File: src/adc_seq_pkg.sv
/*
 * Constants shared by the serial conversion sequencer and its helpers:
 * frame geometry, control word layout, reset values and clock figures.
 * Assumes nothing of its surroundings; compiled before every module.
 */
`default_nettype none
package adc_seq_pkg;
   // -------------------------------------------------------------------
   // Conversion geometry
   // -------------------------------------------------------------------
   localparam int unsigned CONV_CYCLES  = 16;
   localparam int unsigned TRACK_CYCLES = 3;
   localparam int unsigned LEAD_ZEROS   = 4;
   localparam int unsigned RESULT_BITS  = 12;
   localparam int unsigned CODE_STEPS   = 4096;
   localparam int unsigned IDX_W        = 5;
   localparam logic [4:0]  IDX_IDLE     = 5'h00;
   localparam logic [4:0]  IDX_FIRST    = 5'h01;
   localparam logic [4:0]  IDX_HOLD     = 5'(TRACK_CYCLES + 1);
   localparam logic [4:0]  IDX_LAST_Z   = 5'(LEAD_ZEROS);
   localparam logic [4:0]  IDX_LAST     = 5'(CONV_CYCLES);
   // -------------------------------------------------------------------
   // Control word layout
   // -------------------------------------------------------------------
   localparam int unsigned CTRL_BITS    = 8;
   localparam int unsigned CHAN_MSB     = 5;
   localparam int unsigned CHAN_LSB     = 3;
   localparam int unsigned CHAN_W       = 3;
   localparam logic [4:0]  CTRL_COUNT   = 5'(CTRL_BITS);
   localparam logic [7:0]  CTRL_RESET   = 8'h00;
   localparam logic [2:0]  CHAN_RESET   = 3'h0;
   localparam logic [11:0] CODE_RESET   = 12'h000;
   // -------------------------------------------------------------------
   // Clock figures
   // -------------------------------------------------------------------
   localparam int unsigned MCLK_PERIOD_NS = 20;
   localparam int unsigned SYNC_STAGES    = 2;
   typedef enum logic [1:0] {
      PH_DOWN,
      PH_TRACK,
      PH_HOLD
   } phase_e;
endpackage : adc_seq_pkg
`default_nettype wire

File: src/sync_bit.sv
/*
 * Two-flop synchroniser for one level from outside the mclk domain.
 * Assumes the input may change at any time relative to mclk.
 */
`timescale 1ns/1ps
`default_nettype none
module sync_bit (
   // Clock and reset
   input  wire logic mclk,
   input  wire logic sys_rst,
   // Level in and out
   input  wire logic async_in,
   input  wire logic rst_val,
   output var  logic sync_out
);
   logic meta;
   // Reset value is a constant per instance; rst_val is tied by the parent
   always_ff @(posedge mclk) begin
      if (sys_rst) begin
         meta     <= rst_val;
         sync_out <= rst_val;
      end else begin
         meta     <= async_in;
         sync_out <= meta;
      end
   end
endmodule : sync_bit
`default_nettype wire

File: src/edge_find.sv
/*
 * Edge finder on an already synchronised level: one-cycle pulses on
 * rise and fall. Assumes its input is in the mclk domain.
 */
`timescale 1ns/1ps
`default_nettype none
module edge_find (
   // Clock and reset
   input  wire logic mclk,
   input  wire logic sys_rst,
   // Level and edges
   input  wire logic level,
   input  wire logic rst_val,
   output logic      rise,
   output logic      fall
);
   logic prev;
   always_ff @(posedge mclk) begin
      if (sys_rst) begin
         prev <= rst_val;
      end else begin
         prev <= level;
      end
   end
   assign rise = level & ~prev;
   assign fall = ~level & prev;
endmodule : edge_find
`default_nettype wire

File: src/adc_serial_conversion_sequencer.sv
/*
 * Serial port and conversion sequencing of an eight-channel 12-bit
 * successive-approximation converter, rebuilt on a fast system clock.
 * Assumes: mclk at 50 MHz, serial clock slow enough (bench 160 ns) for
 * its edges to be found after two-flop synchronisation; an analog front
 * end that presents the code of the selected channel on conv_code.
 */
`timescale 1ns/1ps
`default_nettype none
module adc_serial_conversion_sequencer (
   // Clock and reset
   input  wire logic                             mclk,
   input  wire logic                             sys_rst,
   // Serial pins from the host
   input  wire logic                             cs_n,
   input  wire logic                             sclk,
   input  wire logic                             din,
   // Serial data pin, three signals
   output logic                                  dout_o,
   output logic                                  dout_oe_n,
   input  wire logic                             dout_i,
   // Analog front end
   input  wire logic [adc_seq_pkg::RESULT_BITS-1:0] conv_code,
   output logic [adc_seq_pkg::CHAN_W-1:0]         sel_channel,
   output logic                                  tracking,
   output logic                                  holding,
   output logic                                  powered_up
);
   import adc_seq_pkg::*;

   // -------------------------------------------------------------------
   // Pin synchronisation
   // -------------------------------------------------------------------
   logic cs_n_s;
   logic sclk_s;
   logic din_s;
   logic cs_fall;
   logic sclk_rise;
   logic sclk_fall;

   sync_bit u_sync_cs (
      .mclk     (mclk),
      .sys_rst  (sys_rst),
      .async_in (cs_n),
      .rst_val  (1'b1),
      .sync_out (cs_n_s)
   );
   sync_bit u_sync_sclk (
      .mclk     (mclk),
      .sys_rst  (sys_rst),
      .async_in (sclk),
      .rst_val  (1'b0),
      .sync_out (sclk_s)
   );
   sync_bit u_sync_din (
      .mclk     (mclk),
      .sys_rst  (sys_rst),
      .async_in (din),
      .rst_val  (1'b0),
      .sync_out (din_s)
   );
   // Only the select fall is used; its rise acts through the level
   edge_find u_edge_cs (
      .mclk    (mclk),
      .sys_rst (sys_rst),
      .level   (cs_n_s),
      .rst_val (1'b1),
      .rise    (),
      .fall    (cs_fall)
   );
   edge_find u_edge_sclk (
      .mclk    (mclk),
      .sys_rst (sys_rst),
      .level   (sclk_s),
      .rst_val (1'b0),
      .rise    (sclk_rise),
      .fall    (sclk_fall)
   );

   // -------------------------------------------------------------------
   // Serial clock events inside a frame
   // -------------------------------------------------------------------
   logic fall_evt;
   logic rise_evt;
   logic new_conv;

   // Edges only count while select is low; the gate is the clock gate
   assign rise_evt = sclk_rise & ~cs_n_s;
   // A select fall with the clock already low (or falling with it)
   // stands in for the first clock fall; with the clock high it waits
   assign fall_evt = (sclk_fall & ~cs_n_s)
                   | (cs_fall & ~sclk_s);

   // -------------------------------------------------------------------
   // Falling edge index within a conversion
   // -------------------------------------------------------------------
   logic [IDX_W-1:0] fall_idx;
   logic [IDX_W-1:0] next_fall_idx;

   // Index 0 means no fall yet in this frame; after 16 it wraps to 1
   assign new_conv = fall_evt
                   & ((fall_idx == IDX_IDLE)
                   | (fall_idx == IDX_LAST));
   always_comb begin
      next_fall_idx = fall_idx;
      if (new_conv) begin
         next_fall_idx = IDX_FIRST;
      end else if (fall_evt) begin
         next_fall_idx = fall_idx + 5'h01;
      end
   end

   always_ff @(posedge mclk) begin
      if (sys_rst) begin
         fall_idx <= IDX_IDLE;
      end else if (cs_n_s) begin
         fall_idx <= IDX_IDLE;
      end else begin
         fall_idx <= next_fall_idx;
      end
   end

   // -------------------------------------------------------------------
   // Track, hold and power phase
   // -------------------------------------------------------------------
   phase_e phase;

   always_ff @(posedge mclk) begin
      if (sys_rst) begin
         phase <= PH_DOWN;
      end else if (cs_n_s) begin
         phase <= PH_DOWN;
      end else if (cs_fall) begin
         // A fall that also counts as edge one tracks at once;
         // otherwise nothing is sampled until the first clock fall
         phase <= fall_evt ? PH_TRACK : PH_DOWN;
      end else if (fall_evt) begin
         case (next_fall_idx)
            IDX_FIRST: begin
               phase <= PH_TRACK;
            end
            IDX_HOLD: begin
               phase <= PH_HOLD;
            end
            default: begin
               phase <= phase;
            end
         endcase
      end
   end

   // Outputs of the phase, each its own flop
   always_ff @(posedge mclk) begin
      if (sys_rst) begin
         tracking   <= 1'b0;
         holding    <= 1'b0;
         powered_up <= 1'b0;
      end else if (cs_n_s) begin
         tracking   <= 1'b0;
         holding    <= 1'b0;
         powered_up <= 1'b0;
      end else if (cs_fall) begin
         tracking   <= fall_evt;
         holding    <= 1'b0;
         powered_up <= 1'b1;
      end else if (fall_evt) begin
         case (next_fall_idx)
            IDX_FIRST: begin
               tracking   <= 1'b1;
               holding    <= 1'b0;
               powered_up <= 1'b1;
            end
            IDX_HOLD: begin
               tracking   <= 1'b0;
               holding    <= 1'b1;
            end
            IDX_LAST: begin
               // Idle between conversions until the next edge one
               powered_up <= 1'b0;
            end
            default: begin
               tracking   <= tracking;
            end
         endcase
      end
   end

   // -------------------------------------------------------------------
   // Control word capture
   // -------------------------------------------------------------------
   logic [IDX_W-1:0]     rise_cnt;
   logic [CTRL_BITS-1:0] ctrl_shift;
   logic [CTRL_BITS-1:0] next_channel_select;
   logic [CTRL_BITS-1:0] next_ctrl_shift;

   assign next_ctrl_shift = {ctrl_shift[CTRL_BITS-2:0], din_s};

   // Counting restarts with each conversion so every conversion that
   // sees eight rises delivers a word; rises past the eighth are ignored
   always_ff @(posedge mclk) begin
      if (sys_rst) begin
         rise_cnt   <= IDX_IDLE;
         ctrl_shift <= CTRL_RESET;
      end else if (cs_n_s || new_conv) begin
         rise_cnt   <= IDX_IDLE;
      end else if (rise_evt && rise_cnt < CTRL_COUNT) begin
         rise_cnt   <= rise_cnt + 5'h01;
         ctrl_shift <= next_ctrl_shift;
      end
   end

   // Word kept across frames until the next full word replaces it
   always_ff @(posedge mclk) begin
      if (sys_rst) begin
         next_channel_select <= CTRL_RESET;
      end else if (!cs_n_s && rise_evt
                   && rise_cnt == CTRL_COUNT - 5'h01) begin
         next_channel_select <= next_ctrl_shift;
      end
   end

   // -------------------------------------------------------------------
   // Channel applied to the multiplexer
   // -------------------------------------------------------------------
   // Only bits 5..3 reach the mux; the rest are never read
   always_ff @(posedge mclk) begin
      if (sys_rst) begin
         sel_channel <= CHAN_RESET;
      end else if (new_conv) begin
         sel_channel <= next_channel_select[CHAN_MSB:CHAN_LSB];
      end
   end

   // -------------------------------------------------------------------
   // Result shifting
   // -------------------------------------------------------------------
   logic [RESULT_BITS-1:0] result;

   // The code is taken as hold begins, the sampling instant; it is the
   // front end's plain binary code, one step per supply over 4096.
   // Only a conversion that really tracked may load a new code
   always_ff @(posedge mclk) begin
      if (sys_rst) begin
         result <= CODE_RESET;
      end else if (fall_evt && next_fall_idx == IDX_HOLD
                   && phase == PH_TRACK) begin
         result <= conv_code;
      end else if (fall_evt && next_fall_idx > IDX_LAST_Z) begin
         result <= {result[RESULT_BITS-2:0], 1'b0};
      end
   end

   always_ff @(posedge mclk) begin
      if (sys_rst) begin
         dout_o <= 1'b0;
      end else if (cs_n_s || cs_fall) begin
         dout_o <= 1'b0;
      end else if (fall_evt) begin
         if (next_fall_idx > IDX_LAST_Z) begin
            dout_o <= result[RESULT_BITS-1];
         end else begin
            dout_o <= 1'b0;
         end
      end
   end

   // Select is the output enable, one flop behind the synchronised pin
   always_ff @(posedge mclk) begin
      if (sys_rst) begin
         dout_oe_n <= 1'b1;
      end else begin
         dout_oe_n <= cs_n_s;
      end
   end

   // The pin's returned level is not needed by this end
   logic unused_dout_i;
   assign unused_dout_i = dout_i;

endmodule : adc_serial_conversion_sequencer
`default_nettype wire

File: config.mk
export PLATFORM = sky130hd
export DESIGN_NAME = adc_serial_conversion_sequencer
export DESIGN_NICKNAME = d
export VERILOG_FILES = /design/src/adc_seq_pkg.sv /design/src/sync_bit.sv /design/src/edge_find.sv /design/src/adc_serial_conversion_sequencer.sv
export SDC_FILE = /design/constraint.sdc
export NUM_CORES = 1
export LEC_CHECK = 0
export CORE_MARGIN = 1.5
export CORE_UTILIZATION = 40
export CTS_BUF_LIST = sky130_fd_sc_hd__clkbuf_4
export DETAILED_ROUTE_END_ITERATION = 7
export DONT_BUFFER_PORTS = 1
export GPL_TIMING_DRIVEN = 1
export SLEW_MARGIN = 5
export SYNTH_ARGS = -nofsm -noshare
export SYNTH_HDL_FRONTEND = slang
export SYNTH_SLANG_ARGS = --single-unit
File: constraint.sdc
create_clock -name mclk -period 2.9 [get_ports mclk]
set_clock_uncertainty 0.05 [all_clocks]
set_input_delay 0.58 -clock mclk [delete_from_list [all_inputs] [get_ports mclk]]
set_output_delay 0.58 -clock mclk [all_outputs]
set_load 0.02 [all_outputs]
==> run summary, run 1 <==
Worst VDD drop -> 0.266 mV
Area grow syn2layout -> 5.58%
Ys async rst share -> 0%
Post-synth cell types -> 50
Vias in the first global route -> 1632
Final Routed Wirelength -> 4300 um
Ys Warns -> 0
Antenna violations before repair -> 0
Fill count -> 513
Worst Path Arrival -> 2.82 ns
Fin util -> 44.4%
Hold Path Origin -> sys_rst
Site Rows -> 26
Via Count -> 1650
Multi-input logic area -> 1150 um2
Post-DRT Antenna Nets -> 0
Minimum clock period -> 2.59 ns
GP Congestion -> 0.860
Final Max Slew Viols -> 0
Port bufs -> 0
Setup TNS -> 0 ns
H-tree lvl count -> 2
Drt pass-1 iters -> 4
First-pass GRT wire length -> 7800 um
Worst-Margin Slew -> 0.570 ns
Most common cell after layout, fill and taps aside -> dfxtp_1
Min-delay worst type -> input pin to flop
Post-route non-filler standard cell count -> 299
Run status -> finished clean
Diodes inserted -> 0
Initial DRC Count -> 108
Insertion delay to the later sink of the worst-skew pair -> 0.37 ns
Period utilization -> 89.3%
Primary FF master, synth -> dfxtp_1
Post-route DRC violation count -> 0
Mapped cell area -> 2180 um2
Io pins -> 26
WS Path Type -> flop to flop
Post-DP HPWL -> 3060 um
Clock-pin slew on the worst setup and hold paths -> 0.15 ns
CTS buffer count -> 5
Register Area -> 921 um2
Gr ovfl total -> 0
CP Launch Type -> flop
CP max-delay cell -> or4b_4
Max Cap Viol -> 0
CTS tree -> yes
CP top delay family -> compound AO/OA/AOI/OAI gates
Mean Syn Cell Area -> 9.50 um2
Die Wd -> 76.8 um
Die Y-Extent -> 76.8 um
Final setup viols -> 0
Max Root-Sink Buffers -> 2
Buf/Inv on CP -> 1
Critical Path End Type -> flop
Nets -> 249
Layout cells sized above 1 -> 12.2%
Dpl cells -> 291
Worst EP required -> 3.13 ns
Fmax -> 386 MHz
CP max stage delay -> 0.55 ns
Lkg Pwr -> 0.000764 uW
CTS Hold Bufs -> 0
Critical path launch point -> fall_idx[0]
Largest net degree at the start of global routing -> 34
Core footprint -> 5170 um2
Die Area -> 5890 um2
PwrDens -> 470 nW/um2
Seq/Total Area, Yosys -> 42.3%
Syn_nets -> 250
Root Buffer Master -> clkbuf_4
Worst-path maximum fanout -> 12
RSZ-0062 raised after global routing -> false
FF+latch count, synth -> 46
Starting Density -> 42.1%
Relative slew slack -> 61.9%
Most frequent cells in the layout -> dfxtp_1, nor2_1, nand3_1
CP Cell Sequence -> inv_1 -> ha_1 -> nor2b_1 -> or4b_4 -> a211oi_4 -> a22oi_2 -> a32oi_1 -> nor2_1
Total Routing Usage GR -> 16.4%
Post-synth EDFFs -> 0
Sink Count -> 46
Mapped Cells -> 229
Wire length per cell -> 14.4 um
Vias per Instance -> 5.52
Worst r2r src -> fall_idx[0]
Final hold vios -> 0
metal layers:
layer | vias to the layer above | track usage (%) | part of all wire, %
met5 | - | 0 | 0
met4 | 0 | 5.00 | 1.4
met3 | 8 | 5.71 | 4.9
met2 | 24 | 26.1 | 46
met1 | 769 | 20.9 | 48
li1 | 849 | - | -
report_power, final:
group	switching (uW)	internal, uW	total, uW
sequential	4.33	637	642
combinational	18.4	12.0	30.3
clock	223	183	407
total	246	833	1080
path summary, 6_finish.rpt:
check,end,slack (ns),depth (start not counted)
setup / recovery,dout_o,0.31,8
hold / removal,result[0],0.20,1
setup reg to reg,dout_o,0.31,8
hold reg to reg,u_sync_cs.sync_out,0.37,1
stage by stage:
step	hold slack (ns)	worst slack [ns]	cell area (um2)	power, uW
floorplan	0.339	0.606	2180	687
global placement	0.342	0.311	2200	685
detailed placement	0.345	0.297	2200	685
CTS	0.195	0.276	2280	1090
global route	0.172	0.0595	2300	1130
finish	0.203	0.310	2300	1080
worst reg2reg max path: stages (launching register included):
cell and delay (ns):
dfxtp_1 0.47, inv_1 0.11, ha_1 0.34, nor2b_1 0.15, or4b_4 0.55, a211oi_4 0.30
a22oi_2 0.22, a32oi_1 0.27, nor2_1 0.05
cell type report:
class,instances,area share [%]
multi-input combinational,164,49.9
sequential,46,40.1
tap,70,3.81
clock inverter,3,1.91
clock buffer,5,1.63
timing repair buffer,5,1.63
inverter,6,0.980
what timing repair did:
action | CTS | global route
resized for setup | 0 | 2
endpoints found under the setup margin | 0 | 4
buffers inserted | 0 | 0
synth_stat cells (2+ instances only):
master    instances  area [um2]
xnor2_1           3        26.3
nand2b_1          2        12.5
or2_2             3        18.8
or3_1             2        12.5
ha_1              3        37.5
nand3_1          18        90.1
o21ai_0           3        15.0
nand4_1          13        81.3
mux2i_1          10         100
a21oi_1           6        30.0
buf_6             5        56.3
o211ai_1         14         105
nand2_1          11        41.3
inv_1             6        22.5
a31oi_1           3        18.8
buf_2             3        15.0
nor2b_1           6        37.5
nand3b_1         11        82.6
nor2_1           27         101
or2_1             2        12.5
dfxtp_1          46         921
clkbuf_1          4        15.0
state kept, by name (all words and copies together), names as in the netlist:
register and count:
ctrl_shift 5, dout_o 1, powered_up 1, u_sync_cs.sync_out 1, phase 2, rise_cnt 5
u_edge_sclk.prev 1, next_channel_select 3, u_sync_sclk.meta 1, u_sync_sclk.sync_out 1, u_sync_din.meta 1, dout_oe_n 1
u_sync_cs.meta 1, holding 1, fall_idx 5, u_sync_din.sync_out 1, result 12, sel_channel 3
logic make-up after synthesis:
kind of cell | synth area share [%]
muxes | 4.60
adders and majority gates | 1.73
DFF | 42.3
and+or+nand+nor | 28.2
AOI/OAI and AO/OA | 15.8
xor gates and xnor gates | 1.61
buffers and inverters | 5.69
Note: power is estimated with default switching activity, not from simulation.
==> run 2: changes to the inputs <==
--- a/config.mk
+++ b/config.mk
@@ -7,7 +7,7 @@
 export LEC_CHECK = 0
 export CORE_MARGIN = 1.5
 export CORE_UTILIZATION = 40
-export CTS_BUF_LIST = sky130_fd_sc_hd__clkbuf_4
+export CTS_BUF_LIST = sky130_fd_sc_hd__clkbuf_4 sky130_fd_sc_hd__clkbuf_8
 export DETAILED_ROUTE_END_ITERATION = 7
 export DONT_BUFFER_PORTS = 1
 export GPL_TIMING_DRIVEN = 1
==> run 2 against run 1 <==
Sequential cell count unchanged. Global-route usage rose by 0.20 points. Combinational power about the same. Cell count did not move. Clock power is 20% higher. Worst hold slack gained 0.079 ns. Die area unchanged. Count of clock-buffer cells in the layout is the same. Largest cell class unchanged.
==> run summary, run 2 (same netlist as run 1, synthesis figures left out) <==
Run status -> finished clean
Insertion delay to the later sink of the worst-skew pair -> 0.30 ns
Starting Density -> 42.1%
Psw -> 254 uW
Post-route DRC violation count -> 0
Drt pass-1 iters -> 4
Most frequent cells in the layout -> dfxtp_1, nor2_1, nand3_1
CTS tree -> yes
Dpl cell area -> 2200 um2
Postcts setup bufs -> 0
Worst-path maximum fanout -> 12
Final setup viols -> 0
CTS Hold Bufs -> 0
Total Routing Usage GR -> 16.6%
Worst r2r src -> fall_idx[0]
Fmax -> 388 MHz
H-tree lvl count -> 2
Worst-Margin Slew -> 0.555 ns
Int Power -> 907 uW
CP max stage delay -> 0.55 ns
Biggest register -> result
Post-DP HPWL -> 3060 um
Total power -> 1160 uW
Io pins -> 26
Share of power burned in registers -> 55.2%
Setup ws final -> 0.324 ns
Via Count -> 1633
Vias in the first global route -> 1636
Nets -> 249
WS Path Type -> flop to flop
Pre-CTS setup slack -> 0.297 ns
Relative slew slack -> 62.8%
Max Cap Viol -> 0
R2r endpoint -> dout_o
Post_cts resized -> 0
Wire length per cell -> 14.4 um
Hold Path Origin -> sys_rst
Initial DRC Count -> 129
CP max-delay cell -> or4b_4
Worst Path Arrival -> 2.73 ns
Clock-pin slew on the worst setup and hold paths -> 0.09 ns
First-pass GRT wire length -> 7840 um
Post-route cell area -> 2330 um2
Vias per Instance -> 5.46
Gate power share -> 2.6%
Area grow syn2layout -> 7.02%
Critical Path End Type -> flop
R2R Setup Slk -> 0.32 ns
Min-delay worst type -> input pin to flop
Port bufs -> 0
Post-route non-filler standard cell count -> 299
Worst VDD drop -> 0.259 mV
Diodes inserted -> 0
PwrDens -> 499 nW/um2
CP Cell Sequence -> inv_1 -> ha_1 -> nor2b_1 -> or4b_4 -> a211oi_4 -> a22oi_2 -> a32oi_1 -> nor2_1
Sink Count -> 46
Layout cells sized above 1 -> 12.2%
Setup TNS -> 0 ns
Die Y-Extent -> 76.8 um
Dpl cells -> 291
Sw Ratio -> 21.9%
Clock network fraction of design power -> 42.2%
Hold Crit Endpoint -> result[0]
Largest net degree at the start of global routing -> 34
WHS Path Cells -> 1
FF-to-FF path depth -> 8
RSZ-0062 raised after global routing -> false
CTS buffer count -> 5
Most common cell after layout, fill and taps aside -> dfxtp_1
Worst EP required -> 3.05 ns
Max reg flops -> 12
Post-DRT Antenna Nets -> 0
Site Rows -> 26
Die Wd -> 76.8 um
CP Launch Type -> flop
Die Area -> 5890 um2
Core footprint -> 5170 um2
Minimum clock period -> 2.58 ns
Lkg Pwr -> 0.000777 uW
Root Buffer Master -> clkbuf_8
Antenna violations before repair -> 0
Max Root-Sink Buffers -> 2
Fill count -> 503
Final Max Slew Viols -> 0
GP Congestion -> 0.860
Final Routed Wirelength -> 4300 um
Gr ovfl total -> 0
Final hold vios -> 0
Period utilization -> 88.8%
-- run 2: cell counts in the layout (fill, tap and decap cells not counted) --
No cell type changed its count.
-- run 2: worst max-delay path, delay by kind of cell, from the launching register on --
kind                     cells  cell delay, ns
AO/OA/AOI/OAI                3            0.78
AND/OR/NAND/NOR              3            0.75
flip-flops                   1            0.45
adder cells (fa/ha/maj)      1            0.34
buffers and inverters        1            0.11
-- run 2: area by class of cell --
cell class,instances,area [um2],area share [%]
timing repair buffer,5,37.5,1.61
tap,70,87.6,3.76
sequential,46,921,39.5
multi-input combinational,164,1150,49.3
clock inverter,3,43.8,1.88
clock buffer,5,68.8,2.96
inverter,6,22.5,0.967
-- run 2: worst max-delay path by stage --
stage          cells past startpoint        start        end  slack (ns)
2_1_floorplan                      9  fall_idx[0]  result[4]        0.61
3_3_place_gp                       8  fall_idx[0]  result[9]        0.31
3_5_place_dp                       8  fall_idx[0]  result[1]        0.30
4_1_cts                            8  fall_idx[0]  result[1]        0.28
5_1_grt                            8  fall_idx[0]     dout_o        0.06
6_report                           8  fall_idx[0]     dout_o        0.32
-- run 2: layer usage --
metal / global-route usage, % / part of all wire, % / vias to the layer above
li1: - / - / 846
met1: 20.9 / 48 / 763
met2: 26.3 / 46 / 17
met3: 4.29 / 4.0 / 7
met4: 8.15 / 1.4 / 0
met5: 0 / 0 / -
-- run 2: metrics by stage --
step                      utilization, %  hold slack [ns]
after floorplan                        -            0.339
after global placement              42.5            0.342
after detailed placement            42.5            0.345
after CTS                           44.7            0.274
after global routing                45.0            0.269
final                               45.0            0.282
-- run 2: power by group through the flow --
stage / Sequential (uW) / Clock [uW] / Combinational [uW]
3_3_place_gp: 656 / 0 / 29.9
6_report: 641 / 490 / 30.4
3_5_place_dp: 656 / 0 / 29.8
5_1_grt: 642 / 534 / 33.6
2_1_floorplan: 654 / 0 / 32.2
4_1_cts: 641 / 503 / 29.9
==> run 3: changes to the inputs <==
==> constraint.sdc (replaced) <==
create_clock -name mclk -period 2.9 [get_ports mclk]
set_clock_uncertainty 0.05 [all_clocks]
set_input_delay 0.145 -clock mclk [delete_from_list [all_inputs] [get_ports mclk]]
set_output_delay 0.145 -clock mclk [all_outputs]
set_load 0.02 [all_outputs]
==> run 3 against run 2 <==
Sequential power about the same. Total power decreased by 6.1%. Setup slack worse by 0.070 ns. Cell count is 6.4% higher. Routed wire length is 11% higher.
==> run summary, run 3 (same netlist as run 1, synthesis figures left out) <==
Run status -> finished clean
Starting Density -> 42.1%
Postcts setup bufs -> 0
Final Max Slew Viols -> 0
Worst VDD drop -> 0.237 mV
Clock-pin slew on the worst setup and hold paths -> 0.08 ns
Worst Path Arrival -> 2.83 ns
Worst EP required -> 3.09 ns
Wire length per cell -> 15.0 um
Insertion delay to the later sink of the worst-skew pair -> 0.29 ns
Vias in the first global route -> 1623
Drt pass-1 iters -> 4
Dpl cell area -> 2210 um2
DR top layer -> met4
Die Y-Extent -> 76.8 um
Nets -> 268
WS Path Type -> flop to flop
FF-to-FF path depth -> 8
Post-DP HPWL -> 3000 um
Worst-Margin Slew -> 0.872 ns
R2R Setup Slk -> 0.25 ns
Period utilization -> 91.3%
Hold Crit Endpoint -> dout_oe_n
Lkg Pwr -> 0.000845 uW
Antenna violations before repair -> 0
Multi-input logic area -> 1130 um2
Relative slew slack -> 41.8%
Fill count -> 502
Core footprint -> 5170 um2
CTS tree -> yes
Area grow syn2layout -> 13.9%
WL met1 -> 2340 um
Final hold vios -> 0
Post-route cell area -> 2480 um2
Layout cells sized above 1 -> 11.7%
Port bufs -> 0
Final Routed Wirelength -> 4760 um
WHS Path Cells -> 2
Max Cap Viol -> 0
H-tree lvl count -> 2
Setup TNS -> 0 ns
Worst r2r src -> fall_idx[0]
Register Area -> 921 um2
RSZ-0062 raised after global routing -> false
Post-route DRC violation count -> 0
Fmax -> 378 MHz
Root Buffer Master -> clkbuf_8
Dpl cells -> 292
Diodes inserted -> 0
Final setup viols -> 0
Hold Path Origin -> sys_rst
Most common cell after layout, fill and taps aside -> dfxtp_1
Vias per Instance -> 5.41
Min-delay worst type -> input pin to flop
R2r endpoint -> result[1]
First-pass GRT wire length -> 7890 um
Critical Path End Type -> flop
Post-route non-filler standard cell count -> 318
CTS buffer count -> 5
Max Root-Sink Buffers -> 2
Met2 WL -> 2200 um
Fin util -> 47.9%
CP Launch Type -> flop
Site Rows -> 26
Die Wd -> 76.8 um
Gr ovfl total -> 0
Io pins -> 26
GP Congestion -> 0.850
Minimum clock period -> 2.65 ns
Met3 Wirelength -> 190 um
Post-DRT Antenna Nets -> 0
Worst-path maximum fanout -> 22
Sink Count -> 46
Biggest register -> result
Total Routing Usage GR -> 16.7%
Largest net degree at the start of global routing -> 23
Via Count -> 1719
Most frequent cells in the layout -> dfxtp_1, nor2_1, nand3_1, dlygate4sd3_1, o211ai_1
PwrDens -> 440 nW/um2
Initial DRC Count -> 84
Die Area -> 5890 um2
Max reg flops -> 12
==> run 3: how the worst max path moves through the flow <==
stage / start / to / slack (ns) / cells past startpoint
after global routing: fall_idx[0] / result[1] / 0.02 / 8
after detailed placement: fall_idx[0] / result[1] / 0.30 / 8
after global placement: fall_idx[0] / result[10] / 0.32 / 8
final: fall_idx[0] / result[1] / 0.25 / 8
after floorplan: fall_idx[0] / result[4] / 0.61 / 9
after CTS: fall_idx[0] / result[1] / 0.26 / 8
==> run 3: area by class of cell <==
class                   instances  share of cell area, %
multi-input cells             164                   45.7
flip-flops and latches         46                   37.2
repair buffers                 24                   9.09
well taps                      70                   3.54
clock buffers                   6                   3.08
inverters                       6                  0.909
clock inverters                 2                  0.556
==> run 3: report_power, final <==
part	total (uW)	internal, uW	leakage, uW	switching, uW
sequential	641	636	0.000372	4.42
combinational	56.4	28.4	0.000425	28.1
clock	394	180	0.0000486	214
==> run 3: critical path, cell delays in order (launching register included) <==
cell and delay (ns):
dfxtp_1 0.39, inv_1 0.13, ha_1 0.16, nor3b_2 0.48, or4b_4 0.29, nor4_2 0.06
a21oi_2 0.68, nand4_1 0.21, nand3_1 0.13
==> run 3: through the flow <==
| step | power, uW | worst slack (ns) | hold WS [ns] |
|---|---|---|---|
| final | 1090 | 0.253 | 0.0105 |
| after global routing | 1140 | 0.0171 | 0.0198 |
| after CTS | 1100 | 0.262 | 0.00137 |
| after detailed placement | 686 | 0.302 | 0.172 |
| after floorplan | 687 | 0.606 | 0.199 |
| after global placement | 686 | 0.324 | 0.168 |
==> run 3: metal layers <==
layer | vias up | global-route usage, %
met4 | 0 | 4.44
met3 | 2 | 5.48
met2 | 28 | 25.8
met1 | 815 | 22.3
met5 | - | 0
li1 | 874 | -
==> run 3: timing repair <==
action | in CTS | in global routing
gates resized for setup | 0 | 0
setup endpoints to repair | 0 | 0
hold endpoints to repair | 30 | 4
hold buffers | 17 | 1
